[src/trap_irq_pkg.sv]
// Package for the trap and interrupt status/control block.
// Assumes a 16-bit register port with word indices as addresses.
package trap_irq_pkg;

  // Register indices (word addresses on the plain port)
  localparam logic [2:0] ADDR_TRAP_A    = 3'h0;
  localparam logic [2:0] ADDR_GLOBAL    = 3'h1;
  localparam logic [2:0] ADDR_SOFT_TRAP = 3'h2;
  localparam logic [2:0] ADDR_SW_HARD   = 3'h3;
  localparam logic [2:0] ADDR_PENDING   = 3'h4;

  // Field positions
  localparam int BIT_ADDRESS_FAULT = 3;
  localparam int BIT_STACK_FAULT   = 2;
  localparam int BIT_CLOCK_LOSS    = 1;
  localparam int BIT_GLOBAL_EN     = 15;
  localparam int BIT_LOOP_OVF      = 4;
  localparam int BIT_AUX_PLL       = 0;
  localparam int BIT_SW_HARD       = 0;
  localparam int LVL_LSB           = 8;

  // Reset values
  localparam logic GLOBAL_EN_RESET = 1'b1;

  // Trap and interrupt vector codes
  localparam logic [7:0] VEC_CLOCK_LOSS    = 8'h00;
  localparam logic [7:0] VEC_ADDRESS_FAULT = 8'h01;
  localparam logic [7:0] VEC_HARD_TRAP     = 8'h02;
  localparam logic [7:0] VEC_STACK_FAULT   = 8'h03;
  localparam logic [7:0] VEC_MATH_ERROR    = 8'h04;
  localparam logic [7:0] VEC_SOFT_ERROR    = 8'h06;
  localparam logic [7:0] VEC_USER_BASE     = 8'h08;
  localparam logic [7:0] VEC_RSVD_FIVE     = 8'h05;
  localparam logic [7:0] VEC_RSVD_SEVEN    = 8'h07;
  localparam logic [7:0] VEC_RSVD_TOP      = 8'hff;

  // Number of user interrupt sources handled
  localparam int NUM_USER = 8;

  // Trap level used for all trap vectors
  localparam logic [3:0] TRAP_LEVEL = 4'hf;

  // Trap event bundle
  typedef struct packed {
    logic clock_loss;
    logic address_fault;
    logic hard_trap;
    logic stack_fault;
    logic math_error;
    logic soft_error;
  } trap_events_t;

  // Register port request
  typedef struct packed {
    logic [2:0]  addr;
    logic [15:0] wdata;
    logic        wr;
    logic        rd;
  } reg_req_t;

endpackage

[src/trap_interrupt_status_control.sv]
// Trap status flags, global interrupt enable and pending register.
// Assumes trap and interrupt sources are synchronous to mclk_in.
//
// Summary of operation
// - Address error trap sets address fault flag
// - Stack error trap sets stack fault flag
// - Oscillator failure trap sets clock loss flag
// - Global enable resets set; gates interrupts only
// - Loop-stack overflow sets its soft trap flag
// - Aux PLL lock loss sets its flag
// - Software hard trap sets its flag
// - Pending register shows four-bit new level
// - Pending register low byte holds vector
// - Math error vector 4, soft error 6
// - Codes 5, 7, 255 never assigned
// - User vectors start at 8, then 9
// - Vector and level latched into pending register
// - Upper priority bit set blocks user interrupts
//
// Our own choices: the register addresses and the strobed register port.
`timescale 1ns/1ps
module trap_interrupt_status_control (
  input  wire logic                                 mclk_in,
  input  wire logic                                 resetn_in,
  input  wire logic                                 clk_en_in,
  input  wire trap_irq_pkg::reg_req_t               req_in,
  output logic [15:0]                               rdata_out,
  input  wire trap_irq_pkg::trap_events_t           traps_in,
  input  wire logic                                 loop_ovf_in,
  input  wire logic                                 aux_pll_loss_in,
  input  wire logic                                 sw_hard_trap_in,
  input  wire logic [trap_irq_pkg::NUM_USER-1:0]    user_req_in,
  input  wire logic [3*trap_irq_pkg::NUM_USER-1:0]  user_prio_in,
  input  wire logic                                 priority_upper_bit_in,
  output logic                                      global_irq_enable_out,
  output logic                                      irq_valid_out,
  output logic [7:0]                                irq_vector_out
);

  // ****************************************************************
  // Flag and control state
  // ****************************************************************
  logic address_fault_flag_q, address_fault_flag_d;
  logic stack_fault_flag_q,   stack_fault_flag_d;
  logic clock_loss_flag_q,    clock_loss_flag_d;
  logic loop_stack_overflow_flag_q, loop_stack_overflow_flag_d;
  logic aux_pll_lock_loss_flag_q,   aux_pll_lock_loss_flag_d;
  logic sw_hard_trap_flag_q,  sw_hard_trap_flag_d;
  logic global_irq_enable_q,  global_irq_enable_d;
  logic [3:0] pending_priority_level_q, pending_priority_level_d;
  logic [7:0] pending_vector_code_q,    pending_vector_code_d;
  logic [15:0] rdata_q, rdata_d;

  logic       sel_valid;
  logic [7:0] sel_vector;
  logic [3:0] sel_level;
  logic       irq_allowed;
  logic       wr_a, wr_g, wr_s, wr_h;

  assign wr_a = req_in.wr && req_in.addr == trap_irq_pkg::ADDR_TRAP_A;
  assign wr_g = req_in.wr && req_in.addr == trap_irq_pkg::ADDR_GLOBAL;
  assign wr_s = req_in.wr && req_in.addr == trap_irq_pkg::ADDR_SOFT_TRAP;
  assign wr_h = req_in.wr && req_in.addr == trap_irq_pkg::ADDR_SW_HARD;

  // upper priority bit blocks user interrupts
  assign irq_allowed = global_irq_enable_q && !priority_upper_bit_in;

  // Picker for the pending source; traps ignore the gate
  vector_select u_select (
    .traps_in       (traps_in),
    .user_req_in    (user_req_in),
    .user_prio_in   (user_prio_in),
    .irq_allowed_in (irq_allowed),
    .valid_out      (sel_valid),
    .vector_out     (sel_vector),
    .level_out      (sel_level)
  );

  // Next flag values: a write stores the bit, an event sets it.
  // The set term is ORed last so a same-cycle event beats the clear.
  always_comb begin
    address_fault_flag_d       = address_fault_flag_q;
    stack_fault_flag_d         = stack_fault_flag_q;
    clock_loss_flag_d          = clock_loss_flag_q;
    loop_stack_overflow_flag_d = loop_stack_overflow_flag_q;
    aux_pll_lock_loss_flag_d   = aux_pll_lock_loss_flag_q;
    sw_hard_trap_flag_d        = sw_hard_trap_flag_q;
    global_irq_enable_d        = global_irq_enable_q;
    if (wr_a) begin
      address_fault_flag_d =
        req_in.wdata[trap_irq_pkg::BIT_ADDRESS_FAULT];
      stack_fault_flag_d = req_in.wdata[trap_irq_pkg::BIT_STACK_FAULT];
      clock_loss_flag_d  = req_in.wdata[trap_irq_pkg::BIT_CLOCK_LOSS];
    end
    if (wr_g) begin
      global_irq_enable_d = req_in.wdata[trap_irq_pkg::BIT_GLOBAL_EN];
    end
    if (wr_s) begin
      loop_stack_overflow_flag_d =
        req_in.wdata[trap_irq_pkg::BIT_LOOP_OVF];
      aux_pll_lock_loss_flag_d = req_in.wdata[trap_irq_pkg::BIT_AUX_PLL];
    end
    if (wr_h) begin
      sw_hard_trap_flag_d = req_in.wdata[trap_irq_pkg::BIT_SW_HARD];
    end
    address_fault_flag_d = address_fault_flag_d | traps_in.address_fault;
    stack_fault_flag_d = stack_fault_flag_d | traps_in.stack_fault;
    clock_loss_flag_d = clock_loss_flag_d | traps_in.clock_loss;
    loop_stack_overflow_flag_d = loop_stack_overflow_flag_d | loop_ovf_in;
    aux_pll_lock_loss_flag_d = aux_pll_lock_loss_flag_d | aux_pll_loss_in;
    sw_hard_trap_flag_d = sw_hard_trap_flag_d | sw_hard_trap_in;
  end

  // latch vector and level of the pending source
  always_comb begin
    pending_vector_code_d    = pending_vector_code_q;
    pending_priority_level_d = pending_priority_level_q;
    if (sel_valid) begin
      pending_vector_code_d    = sel_vector;
      pending_priority_level_d = sel_level;
    end
  end

  // ****************************************************************
  // Read path
  // ****************************************************************
  // unimplemented bits read zero; unmapped addresses read zero
  always_comb begin
    rdata_d = 16'h0000;
    if (req_in.rd) begin
      case (req_in.addr)
        trap_irq_pkg::ADDR_TRAP_A: begin
          rdata_d[trap_irq_pkg::BIT_ADDRESS_FAULT] = address_fault_flag_q;
          rdata_d[trap_irq_pkg::BIT_STACK_FAULT]   = stack_fault_flag_q;
          rdata_d[trap_irq_pkg::BIT_CLOCK_LOSS]    = clock_loss_flag_q;
        end
        trap_irq_pkg::ADDR_GLOBAL: begin
          rdata_d[trap_irq_pkg::BIT_GLOBAL_EN] = global_irq_enable_q;
        end
        trap_irq_pkg::ADDR_SOFT_TRAP: begin
          rdata_d[trap_irq_pkg::BIT_LOOP_OVF] = loop_stack_overflow_flag_q;
          rdata_d[trap_irq_pkg::BIT_AUX_PLL]  = aux_pll_lock_loss_flag_q;
        end
        trap_irq_pkg::ADDR_SW_HARD: begin
          rdata_d[trap_irq_pkg::BIT_SW_HARD] = sw_hard_trap_flag_q;
        end
        // level field; vector in low byte
        trap_irq_pkg::ADDR_PENDING: begin
          rdata_d[trap_irq_pkg::LVL_LSB +: 4] = pending_priority_level_q;
          rdata_d[7:0] = pending_vector_code_q;
        end
        default: begin
          rdata_d = 16'h0000;
        end
      endcase
    end
  end

  // ****************************************************************
  // Registers
  // ****************************************************************
  // All state holds while the clock enable is low
  always_ff @(posedge mclk_in or negedge resetn_in) begin
    if (!resetn_in) begin
      address_fault_flag_q       <= 1'b0;
      stack_fault_flag_q         <= 1'b0;
      clock_loss_flag_q          <= 1'b0;
      loop_stack_overflow_flag_q <= 1'b0;
      aux_pll_lock_loss_flag_q   <= 1'b0;
      sw_hard_trap_flag_q        <= 1'b0;
      global_irq_enable_q        <= trap_irq_pkg::GLOBAL_EN_RESET;
      pending_vector_code_q      <= 8'h00;
      pending_priority_level_q   <= 4'h0;
      rdata_q                    <= 16'h0000;
    end else if (clk_en_in) begin
      address_fault_flag_q       <= address_fault_flag_d;
      stack_fault_flag_q         <= stack_fault_flag_d;
      clock_loss_flag_q          <= clock_loss_flag_d;
      loop_stack_overflow_flag_q <= loop_stack_overflow_flag_d;
      aux_pll_lock_loss_flag_q   <= aux_pll_lock_loss_flag_d;
      sw_hard_trap_flag_q        <= sw_hard_trap_flag_d;
      global_irq_enable_q        <= global_irq_enable_d;
      pending_vector_code_q      <= pending_vector_code_d;
      pending_priority_level_q   <= pending_priority_level_d;
      rdata_q                    <= rdata_d;
    end
  end

  assign rdata_out             = rdata_q;
  assign global_irq_enable_out = global_irq_enable_q;
  assign irq_valid_out         = sel_valid;
  assign irq_vector_out        = pending_vector_code_q;

  // ****************************************************************
  // Checks
  // ****************************************************************
  chk_addr_fault_set: assert property (
    @(posedge mclk_in) disable iff (!resetn_in)
    (clk_en_in && traps_in.address_fault) |=> address_fault_flag_q)
    else $error("address fault flag not set");

  chk_stack_fault_set: assert property (
    @(posedge mclk_in) disable iff (!resetn_in)
    (clk_en_in && traps_in.stack_fault) |=> stack_fault_flag_q)
    else $error("stack fault flag not set");

  chk_clock_loss_set: assert property (
    @(posedge mclk_in) disable iff (!resetn_in)
    (clk_en_in && traps_in.clock_loss) |=>
      (clock_loss_flag_q && pending_vector_code_q == 8'h00))
    else $error("clock loss flag or vector wrong");

  chk_gie_blocks_irq: assert property (
    @(posedge mclk_in) disable iff (!resetn_in)
    (!global_irq_enable_q && sel_valid) |-> sel_vector < 8'h08)
    else $error("user interrupt passed with enable clear");

  chk_loop_ovf_set: assert property (
    @(posedge mclk_in) disable iff (!resetn_in)
    (clk_en_in && loop_ovf_in) |=> loop_stack_overflow_flag_q)
    else $error("loop overflow flag not set");

  chk_aux_pll_set: assert property (
    @(posedge mclk_in) disable iff (!resetn_in)
    (clk_en_in && aux_pll_loss_in) |=> aux_pll_lock_loss_flag_q)
    else $error("aux pll flag not set");

  chk_sw_hard_set: assert property (
    @(posedge mclk_in) disable iff (!resetn_in)
    (clk_en_in && sw_hard_trap_in) |=> sw_hard_trap_flag_q)
    else $error("software hard trap flag not set");

  chk_pending_read: assert property (
    @(posedge mclk_in) disable iff (!resetn_in)
    (clk_en_in && req_in.rd && req_in.addr == trap_irq_pkg::ADDR_PENDING)
    |=> (rdata_out == {4'h0, $past(pending_priority_level_q),
                       $past(pending_vector_code_q)}))
    else $error("pending register read mismatch");

  chk_no_reserved: assert property (
    @(posedge mclk_in) disable iff (!resetn_in)
    sel_valid |-> !(sel_vector inside {8'h05, 8'h07, 8'hff}))
    else $error("reserved vector code selected");

  chk_upper_blocks: assert property (
    @(posedge mclk_in) disable iff (!resetn_in)
    (priority_upper_bit_in && sel_valid) |-> sel_level == 4'hf)
    else $error("user interrupt passed at high level");

  chk_flag_sticky: assert property (
    @(posedge mclk_in) disable iff (!resetn_in)
    (address_fault_flag_q && !wr_a) |=> address_fault_flag_q)
    else $error("trap flag cleared without a write");

  chk_pending_latch: assert property (
    @(posedge mclk_in) disable iff (!resetn_in)
    (clk_en_in && sel_valid) |=>
      (pending_vector_code_q == $past(sel_vector) &&
       pending_priority_level_q == $past(sel_level)))
    else $error("pending vector or level not latched");

  // Holding matters: software may read long after the source went away
  chk_pending_hold: assert property (
    @(posedge mclk_in) disable iff (!resetn_in)
    (clk_en_in && !sel_valid) |=> $stable(pending_vector_code_q))
    else $error("pending vector changed with nothing pending");

  chk_user_vec_base: assert property (
    @(posedge mclk_in) disable iff (!resetn_in)
    (sel_valid && sel_level != trap_irq_pkg::TRAP_LEVEL) |->
      sel_vector >= trap_irq_pkg::VEC_USER_BASE)
    else $error("user interrupt below the user vector base");

  chk_hard_code: assert property (
    @(posedge mclk_in) disable iff (!resetn_in)
    (traps_in.hard_trap && !traps_in.clock_loss &&
     !traps_in.address_fault) |->
      sel_vector == trap_irq_pkg::VEC_HARD_TRAP)
    else $error("hard trap vector wrong");

  chk_math_code: assert property (
    @(posedge mclk_in) disable iff (!resetn_in)
    (traps_in.math_error && !traps_in.clock_loss && !traps_in.hard_trap &&
     !traps_in.address_fault && !traps_in.stack_fault) |->
      sel_vector == trap_irq_pkg::VEC_MATH_ERROR)
    else $error("math error vector wrong");

  chk_trap_a_unused: assert property (
    @(posedge mclk_in) disable iff (!resetn_in)
    (clk_en_in && req_in.rd && req_in.addr == trap_irq_pkg::ADDR_TRAP_A)
    |=> (rdata_out & 16'hfff1) == 16'h0000)
    else $error("unimplemented trap bits read nonzero");

  chk_soft_unused: assert property (
    @(posedge mclk_in) disable iff (!resetn_in)
    (clk_en_in && req_in.rd && req_in.addr == trap_irq_pkg::ADDR_SOFT_TRAP)
    |=> (rdata_out & 16'hffee) == 16'h0000)
    else $error("unimplemented soft trap bits read nonzero");

  chk_gie_write: assert property (
    @(posedge mclk_in) disable iff (!resetn_in)
    (clk_en_in && wr_g) |=>
      global_irq_enable_q == $past(req_in.wdata[trap_irq_pkg::BIT_GLOBAL_EN]))
    else $error("global enable write did not land");

  // A frozen block must not lose software state or read data
  chk_clk_en_hold: assert property (
    @(posedge mclk_in) disable iff (!resetn_in)
    !clk_en_in |=> ($stable(global_irq_enable_q) && $stable(rdata_out)))
    else $error("state changed with clock enable low");

endmodule

[src/vector_select.sv]
// Priority picker: selects the pending trap or user interrupt.
// Assumes requests and priorities are synchronous to the core clock.
`timescale 1ns/1ps
module vector_select (
  input  wire trap_irq_pkg::trap_events_t       traps_in,
  input  wire logic [trap_irq_pkg::NUM_USER-1:0] user_req_in,
  input  wire logic [3*trap_irq_pkg::NUM_USER-1:0] user_prio_in,
  input  wire logic                              irq_allowed_in,
  output logic                                   valid_out,
  output logic [7:0]                             vector_out,
  output logic [3:0]                             level_out
);

  // Per-source qualified priority, zero when not eligible
  logic [2:0] prio_q [trap_irq_pkg::NUM_USER];

  genvar g;
  generate
    for (g = 0; g < trap_irq_pkg::NUM_USER; g++) begin : gen_src
      assign prio_q[g] = (user_req_in[g] && irq_allowed_in) ?
                         user_prio_in[3*g +: 3] : 3'h0;
    end
  endgenerate

  // Traps win over interrupts; lower vector code wins among traps
  always_comb begin
    logic [2:0] best;
    best       = 3'h0;
    valid_out  = 1'b0;
    vector_out = 8'h00;
    level_out  = 4'h0;
    if (traps_in.clock_loss) begin
      valid_out  = 1'b1;
      vector_out = trap_irq_pkg::VEC_CLOCK_LOSS;
      level_out  = trap_irq_pkg::TRAP_LEVEL;
    end else if (traps_in.address_fault) begin
      valid_out  = 1'b1;
      vector_out = trap_irq_pkg::VEC_ADDRESS_FAULT;
      level_out  = trap_irq_pkg::TRAP_LEVEL;
    end else if (traps_in.hard_trap) begin
      valid_out  = 1'b1;
      vector_out = trap_irq_pkg::VEC_HARD_TRAP;
      level_out  = trap_irq_pkg::TRAP_LEVEL;
    end else if (traps_in.stack_fault) begin
      valid_out  = 1'b1;
      vector_out = trap_irq_pkg::VEC_STACK_FAULT;
      level_out  = trap_irq_pkg::TRAP_LEVEL;
    end else if (traps_in.math_error) begin
      valid_out  = 1'b1;
      vector_out = trap_irq_pkg::VEC_MATH_ERROR;
      level_out  = trap_irq_pkg::TRAP_LEVEL;
    end else if (traps_in.soft_error) begin
      valid_out  = 1'b1;
      vector_out = trap_irq_pkg::VEC_SOFT_ERROR;
      level_out  = trap_irq_pkg::TRAP_LEVEL;
    end else begin
      // user vectors from code 8; lowest index wins on a tie
      for (int i = trap_irq_pkg::NUM_USER - 1; i >= 0; i--) begin
        if (prio_q[i] != 3'h0 && prio_q[i] >= best) begin
          best       = prio_q[i];
          valid_out  = 1'b1;
          vector_out = trap_irq_pkg::VEC_USER_BASE + 8'(i);
          level_out  = {1'b0, prio_q[i]};
        end
      end
    end
  end

endmodule
[config.mk]
export PLATFORM = sky130hd
export DESIGN_NAME = trap_interrupt_status_control
export DESIGN_NICKNAME = d
export VERILOG_FILES = /design/src/trap_irq_pkg.sv /design/src/trap_interrupt_status_control.sv /design/src/vector_select.sv
export SDC_FILE = /design/constraint.sdc
export NUM_CORES = 1
export LEC_CHECK = 0
export ABC_AREA = 0
export BUFFER_PORTS_ARGS = -buffer_cell sky130_fd_sc_hd__buf_4
export CAP_MARGIN = 0
export CORE_MARGIN = 3
export CORE_UTILIZATION = 50
export CTS_CLUSTER_SIZE = 40
export DETAILED_ROUTE_END_ITERATION = 7
export PLACE_DENSITY = 0.8
export SYNTH_ARGS = -nofsm -noshare
export SYNTH_HDL_FRONTEND = slang
export SYNTH_SLANG_ARGS = --single-unit
[constraint.sdc]
create_clock -name mclk_in -period 32.3 [get_ports mclk_in]
set_input_delay 3.23 -clock mclk_in [delete_from_list [all_inputs] [get_ports mclk_in]]
set_output_delay 3.23 -clock mclk_in [all_outputs]
set_load 0.02 [all_outputs]
## After elaboration in Yosys (flattened, before gate mapping)

Index checks and enable logic that the tools add are counted.

| storage, ports and cells | value |
|---|---|
| bits of input ports | 66 |
| register bits | 35 |

| operators by class | value |
|---|---|
| reduce and logical (&&, ||, !) cells | 33 |
| equality and inequality tests | 4 |
| order comparisons | 8 |
| bitwise operators | 6 |
| mux-type cells | 111 |

Operators by type and width:

| cell | number |
|---|---|
| 3-bit 2-to-1 mux | 65 |
| 4-bit 2-to-1 mux | 14 |
| 8-bit 2-to-1 mux | 6 |
| 3-bit nonzero test | 8 |
| 3-bit greater-or-equal comparator | 7 |
| 1-bit logical AND | 21 |
| 1-bit 2-to-1 mux | 21 |
| 16-bit 2-to-1 mux | 1 |
| 7-bit 2-to-1 mux | 1 |
| 3-bit by 2-bit == test with 1-bit output (second input constant) | 2 |
| 1-bit bitwise OR | 6 |
| 3-bit case mux with 2 select lines | 1 |
| 2-bit AND reduction | 2 |
| 3-bit by 1-bit == test with 1-bit output (second input constant) | 1 |
| 3-bit == test (second input constant) | 1 |
| 3-bit by 1-bit greater-or-equal comparator with 1-bit output (second input constant) | 1 |
| 3-bit zero test | 1 |
| 1-bit case mux with 3 select lines | 1 |
| 1-bit case mux with 2 select lines | 1 |
| 1-bit zero test | 1 |

## Depth between registers and ports, before layout

| logic depth | value |
|---|---|
| word-level depth | 77 |
| depth in mapped cells | 55 |
| mapped depth without buffers | 53 |

## Cells and area by module

From an unflattened synthesis, not the netlist that was laid out.

| second synthesis, totals | value |
|---|---|
| cell total of the unflattened synthesis | 332 |
| area total of the unflattened synthesis | 2902.8 µm² |

By module, submodules not included:

| module | area each (µm²) | times used | sequential area each (µm²) | cells an instance |
|---|---|---|---|---|
| vector_select | 1463.9 | 1 | 0.0 | 209 |
| trap_interrupt_status_control | 1438.9 | 1 | 802.0 | 123 |

## Least setup slack after synthesis

Ideal clock, no wire load.

| timing path | value |
|---|---|
| path kind | input port to output port |
| start | input priority_upper_bit_in |
| end | output irq_valid_out |
| arrival | 12487 ps |
| slack | 16583 ps |
| stages on the path | 48 |
| path through | and2b_4 -> buf_2 -> clkbuf_1 -> nand3_1 -> inv_1 -> ha_1 -> nor2b_1 -> o21ai_2 -> and3_1 -> o21ai_0 -> ha_1 -> nand2b_1 -> and2_1 -> o21a_1 -> nor2_1 -> o21ai_0 -> ha_1 -> nand2b_1 -> (+12 left out) -> a31oi_1 -> a211oi_4 -> nor2_1 -> a21o_1 -> ha_1 -> nand2b_1 -> a21oi_1 -> nor2_1 -> a41oi_1 -> nor3_2 -> o21a_1 -> ha_1 -> nand2b_1 -> a21o_1 -> a21oi_1 -> a31oi_1 -> nor2_1 -> nand4_2 |

| between the ends | value |
|---|---|
| longest elaborated chain between the ends | 76 |

Ends and longest elaborated chain:

| what | RTL line | source |
|---|---|---|
| from (decl) | trap_interrupt_status_control.sv:34 | `input wire logic priority_upper_bit_in,` |
| 1-bit zero test (*) | trap_interrupt_status_control.sv:66 | `assign irq_allowed = global_irq_enable_q && !priority_upper_bit_in;` |
| 1-bit logical AND (*) | trap_interrupt_status_control.sv:66 |  |
| 1-bit logical AND | vector_select.sv:20 | `assign prio_q[g] = (user_req_in[g] && irq_allowed_in) ?` |
| 3-bit 2-to-1 mux | vector_select.sv:20 |  |
| 3-bit by 1-bit greater-or-equal comparator with 1-bit output / 3-bit nonzero test (equally long branches) | vector_select.sv:59 | `if (prio_q[i] != 3'h0 && prio_q[i] >= best) begin` |
| 1-bit logical AND | vector_select.sv:59 |  |
| 3-bit 2-to-1 mux | vector_select.sv:59 |  |
| 3-bit 2-to-1 mux | vector_select.sv:52 | `end else if (traps_in.soft_error) begin` |
| (+60 left out) | -- |  |
| 1-bit logical AND | vector_select.sv:59 |  |
| 1-bit 2-to-1 mux (*) | vector_select.sv:59 |  |
| 1-bit 2-to-1 mux (*) | vector_select.sv:52 |  |
| 1-bit 2-to-1 mux (*) | vector_select.sv:48 | `end else if (traps_in.math_error) begin` |
| 1-bit 2-to-1 mux (*) | vector_select.sv:44 | `end else if (traps_in.stack_fault) begin` |
| 1-bit 2-to-1 mux (*) | vector_select.sv:40 | `end else if (traps_in.hard_trap) begin` |
| 1-bit 2-to-1 mux (*) | vector_select.sv:36 | `end else if (traps_in.address_fault) begin` |
| 1-bit 2-to-1 mux (*) | vector_select.sv:32 | `if (traps_in.clock_loss) begin` |
| to (decl) | trap_interrupt_status_control.sv:36 | `output logic irq_valid_out,` |

Mark *: on every way between the ends. The rest lies on a longest branch, timed or not. The select of a mux whose other input is x is not followed.

## Worst setup path in the final report

Ends and elaborated chain as after synthesis.

==> impl_metrics.env <==
export IMPL_wire_per_inst_um=14.1
export IMPL_maxSlewHeadroom_pct=34.0
export IMPL_synthFlopType="dfrtp_1"
export IMPL_syn_area_mm2=0.00262
export IMPL_pwr_share_seq_pct=35.7
export IMPL_async_flop_share_pct=100
export IMPL_drtIter0Drc=170
export IMPL_critPathLaunchType="input port"
export IMPL_design_core_area_mm2=0.00491
export IMPL_max_freq_mhz=58.7
export IMPL_yosys_area_share_simple_pct=28.0
export IMPL_slew_violations=0
export IMPL_finalCritPeriodShare_pct=52.8
export IMPL_crit_fanout=25
export IMPL_num_vias=2550
export IMPL_grt_max_degree=35
export IMPL_drc_errors=0
export IMPL_clk_pin_slew_ns=0.10
export IMPL_clk_latency_ns=0.27
export IMPL_yosysSeqAreaShare_pct=23.9
export IMPL_worstSetupPathType="input port to primary output"
export IMPL_rsz0062_at_grt="false"
export IMPL_finalHoldViolCount=0
export IMPL_initial_core_util_pct=53.4
export IMPL_gp_congestion=0.835
export IMPL_power_switching_mw=0.0374
export IMPL_rows=25
export IMPL_synth_xor_area_share_pct=0
export IMPL_setup_viol=0
export IMPL_slowest_delay_ns=0.45
export IMPL_power_leakage_nw=1.38
export IMPL_finClkSkew_ns=0.00589
export IMPL_synth_warnings=0
export IMPL_root_buffer="clkbuf_8"
export IMPL_muxShareOfSynthArea_pct=3.53
export IMPL_num_antenna_cells=0
export IMPL_antenna_found_initial=0
export IMPL_postCtsSetupRepairBufs=0
export IMPL_ir_worst_vdd_uv=25.5
export IMPL_p_per_area_mw_per_mm2=30.8
export IMPL_max_cap_violations=0
export IMPL_fin_setup_tns_ns=0
export IMPL_grt_ovfl_total=0
export IMPL_synthToLayoutAreaGrowth_pct=22.3
export IMPL_multi_input_area_mm2=0.00185
export IMPL_synth_adder_area_share_pct=6.20
export IMPL_die_w_um=78.4
export IMPL_drive_gt1_share_pct=27.9
export IMPL_final_core_util_pct=65.4
export IMPL_routed_via_density=5.70
export IMPL_grt_pass1_vias=2429
export IMPL_combPwrFrac_pct=44.6
export IMPL_p_int_mw=0.0616
export IMPL_grt_pass1_wl_mm=11.1
export IMPL_hp_class="flip-flop to flip-flop"
export IMPL_synth_compound_area_share_pct=31.2
export IMPL_synthCells=316
export IMPL_n_fill_cell=444
export IMPL_outcome="complete, no violations"
export IMPL_worst_pin_slew_ns=0.981
export IMPL_hold_buffers=0
export IMPL_htreeDepth=1
export IMPL_cts_sinks=25
export IMPL_ioPinCount=92
export IMPL_seq_area_um2=627
export IMPL_worst_path_most_repeated_cell="ha_1"
export IMPL_synth_top_family_by_area="compound AO/OA/AOI/OAI gates"
export IMPL_final_nets=460
export IMPL_die_height_um=78.4
export IMPL_post_cts_resized=0
export IMPL_drt_wl_total_mm=6.31
export IMPL_worst_setup_path_end_kind="primary output"
export IMPL_ys_seq_elements=25
export IMPL_port_buffers=71
export IMPL_firstDrtPassIters=4
export IMPL_cts_max_path_buffers=2
export IMPL_numCtsBuffers=3
export IMPL_swShare_pct=37.8
export IMPL_finalCriticalPeriod_ns=17.05
export IMPL_crit_arrival_ns=13.82
export IMPL_yosysUniqueCellTypes=79
export IMPL_crit_required_ns=29.07
export IMPL_cp_slowest_cell="a211oi_4"
export IMPL_synth_edf_count=0
export IMPL_synth_avg_cell_area_um2=8.30
export IMPL_drtAntennaViolNets=0
export IMPL_cts_tree="yes"
export IMPL_p_clk_share_pct=19.7
export IMPL_track_usage_pct=21.6
export IMPL_dp_hpwl_mm=5.07
export IMPL_dieArea_mm2=0.00615
[per-stage QoR]
step / area [um2] / total power [mW] / std cells / worst slack, ns / hold WS, ns
floorplan: 2660 / 0.0665 / 325 / 16.58 / 0.446
global placement: 3160 / 0.0788 / 443 / 15.57 / 0.466
detailed placement: 3160 / 0.0798 / 443 / 15.36 / 0.477
CTS: 3210 / 0.0990 / 447 / 15.32 / 0.500
global route: 3210 / 0.107 / 447 / 14.04 / 0.542
finish: 3210 / 0.0990 / 447 / 15.25 / 0.491
[power groups by stage]
stage | sequential, mW | clock (mW) | combinational (mW)
2_1_floorplan | 0.0372 | 0 | 0.0293
3_3_place_gp | 0.0359 | 0 | 0.0430
3_5_place_dp | 0.0359 | 0 | 0.0439
4_1_cts | 0.0353 | 0.0195 | 0.0441
5_1_grt | 0.0356 | 0.0209 | 0.0500
6_report | 0.0353 | 0.0195 | 0.0442
[sequential cells by signal, indices dropped and copies added (netlist names)]
| signal | flops |
|---|---|
| rdata_out | 10 |
| irq_vector_out | 4 |
| pending_priority_level_q | 4 |
| address_fault_flag_q | 1 |
| aux_pll_lock_loss_flag_q | 1 |
| clock_loss_flag_q | 1 |
| global_irq_enable_out | 1 |
| loop_stack_overflow_flag_q | 1 |
| stack_fault_flag_q | 1 |
| sw_hard_trap_flag_q | 1 |
[layout by cell type, fill, tap and decap left out, types with 2 or more instances in the layout]
master	n
buf_4	71
nand3_1	26
nand2_1	25
dfrtp_1	24
nor2_1	21
inv_1	18
and3_1	15
o21ai_0	15
ha_1	13
a21oi_1	12
conb_1	10
nor2b_1	9
a31oi_1	9
nor3_1	9
nand2b_1	7
a221o_1	6
and2_1	5
o21a_1	4
o22ai_1	4
a21o_1	4
mux2_2	4
or3_1	3
a211oi_1	3
clkbuf_8	3
o2111ai_1	2
o21ai_1	2
nand4_1	2
o31a_1	2
mux2_1	2
o32ai_1	2
[Yosys cell counts, types with 3 or more instances]
cell      instances  area, um2
a221o_1           6       60.1
and3_1           15       93.8
nor2b_1           9       56.3
o21ai_0          15       75.1
inv_1            18       67.6
o21a_1            4       30.0
mux2_2            4       45.0
a21oi_1          12       60.1
a21o_1            4       30.0
dfrtp_1          24        601
a31oi_1           9       56.3
nor3_1            9       45.0
ha_1             13        163
nand3_1          26        130
and2_1            5       31.3
nor2_1           21       78.8
clkbuf_1          8       30.0
o22ai_1           4       25.0
a211oi_1          3       22.5
nand2b_1          7       43.8
or3_1             3       18.8
nand2_1          25       93.8
buf_4            10       75.1
[worst paths after layout]
| path | depth (start not counted) | slack, ns | to | startpoint |
|---|---|---|---|---|
| setup / recovery | 49 | 15.25 | irq_valid_out | priority_upper_bit_in |
| max in group asynchronous | 1 | 29.14 | global_irq_enable_out | resetn_in |
| hold reg to reg | 2 | 0.49 | rdata_out[9] | pending_priority_level_q[1] |
| setup reg to reg | 49 | 20.92 | irq_vector_out[1] | global_irq_enable_out |
| min in group asynchronous | 1 | 2.84 | rdata_out[10] | resetn_in |
| hold / removal | 2 | 0.49 | rdata_out[9] | pending_priority_level_q[1] |
[cell families (layout without fill, tap and decap cells)]
| group | Yosys count | after routing |
|---|---|---|
| buffers and inverters | 39 | 94 |
| adders and majority gates | 13 | 13 |
| AOI/OAI and AO/OA | 93 | 93 |
| muxes | 8 | 8 |
| DFF | 25 | 25 |
| and+or+nand+nor | 137 | 137 |
| other | 1 | 10 |
[cell type report]
cell class                      instances  share of cell area, %
Multi-Input combinational cell        261                   57.5
Sequential cell                        25                   19.5
Timing Repair Buffer                   71                   16.6
Tap cell                               67                   2.61
Inverter                               19                   2.22
Clock buffer                            3                   1.29
Clock inverter                          1                  0.234
[worst max-delay path, delay by kind of cell]
| kind | cells | cell delay, ns |
|---|---|---|
| multiplexers | 1 | 0.35 |
| buffers and inverters | 2 | 0.34 |
| AND/OR/NAND/NOR | 20 | 3.73 |
| adder cells (fa/ha/maj) | 7 | 1.83 |
| AO/OA/AOI/OAI | 19 | 4.30 |
[metal layers]
layer / track usage [%] / share of wire, %
met1: 30.7 / 46
met2: 35.9 / 48
met3: 3.90 / 5.7
met4: 1.57 / 0.24
met5: 0 / 0
Note: power is estimated with default switching activity, not from simulation.
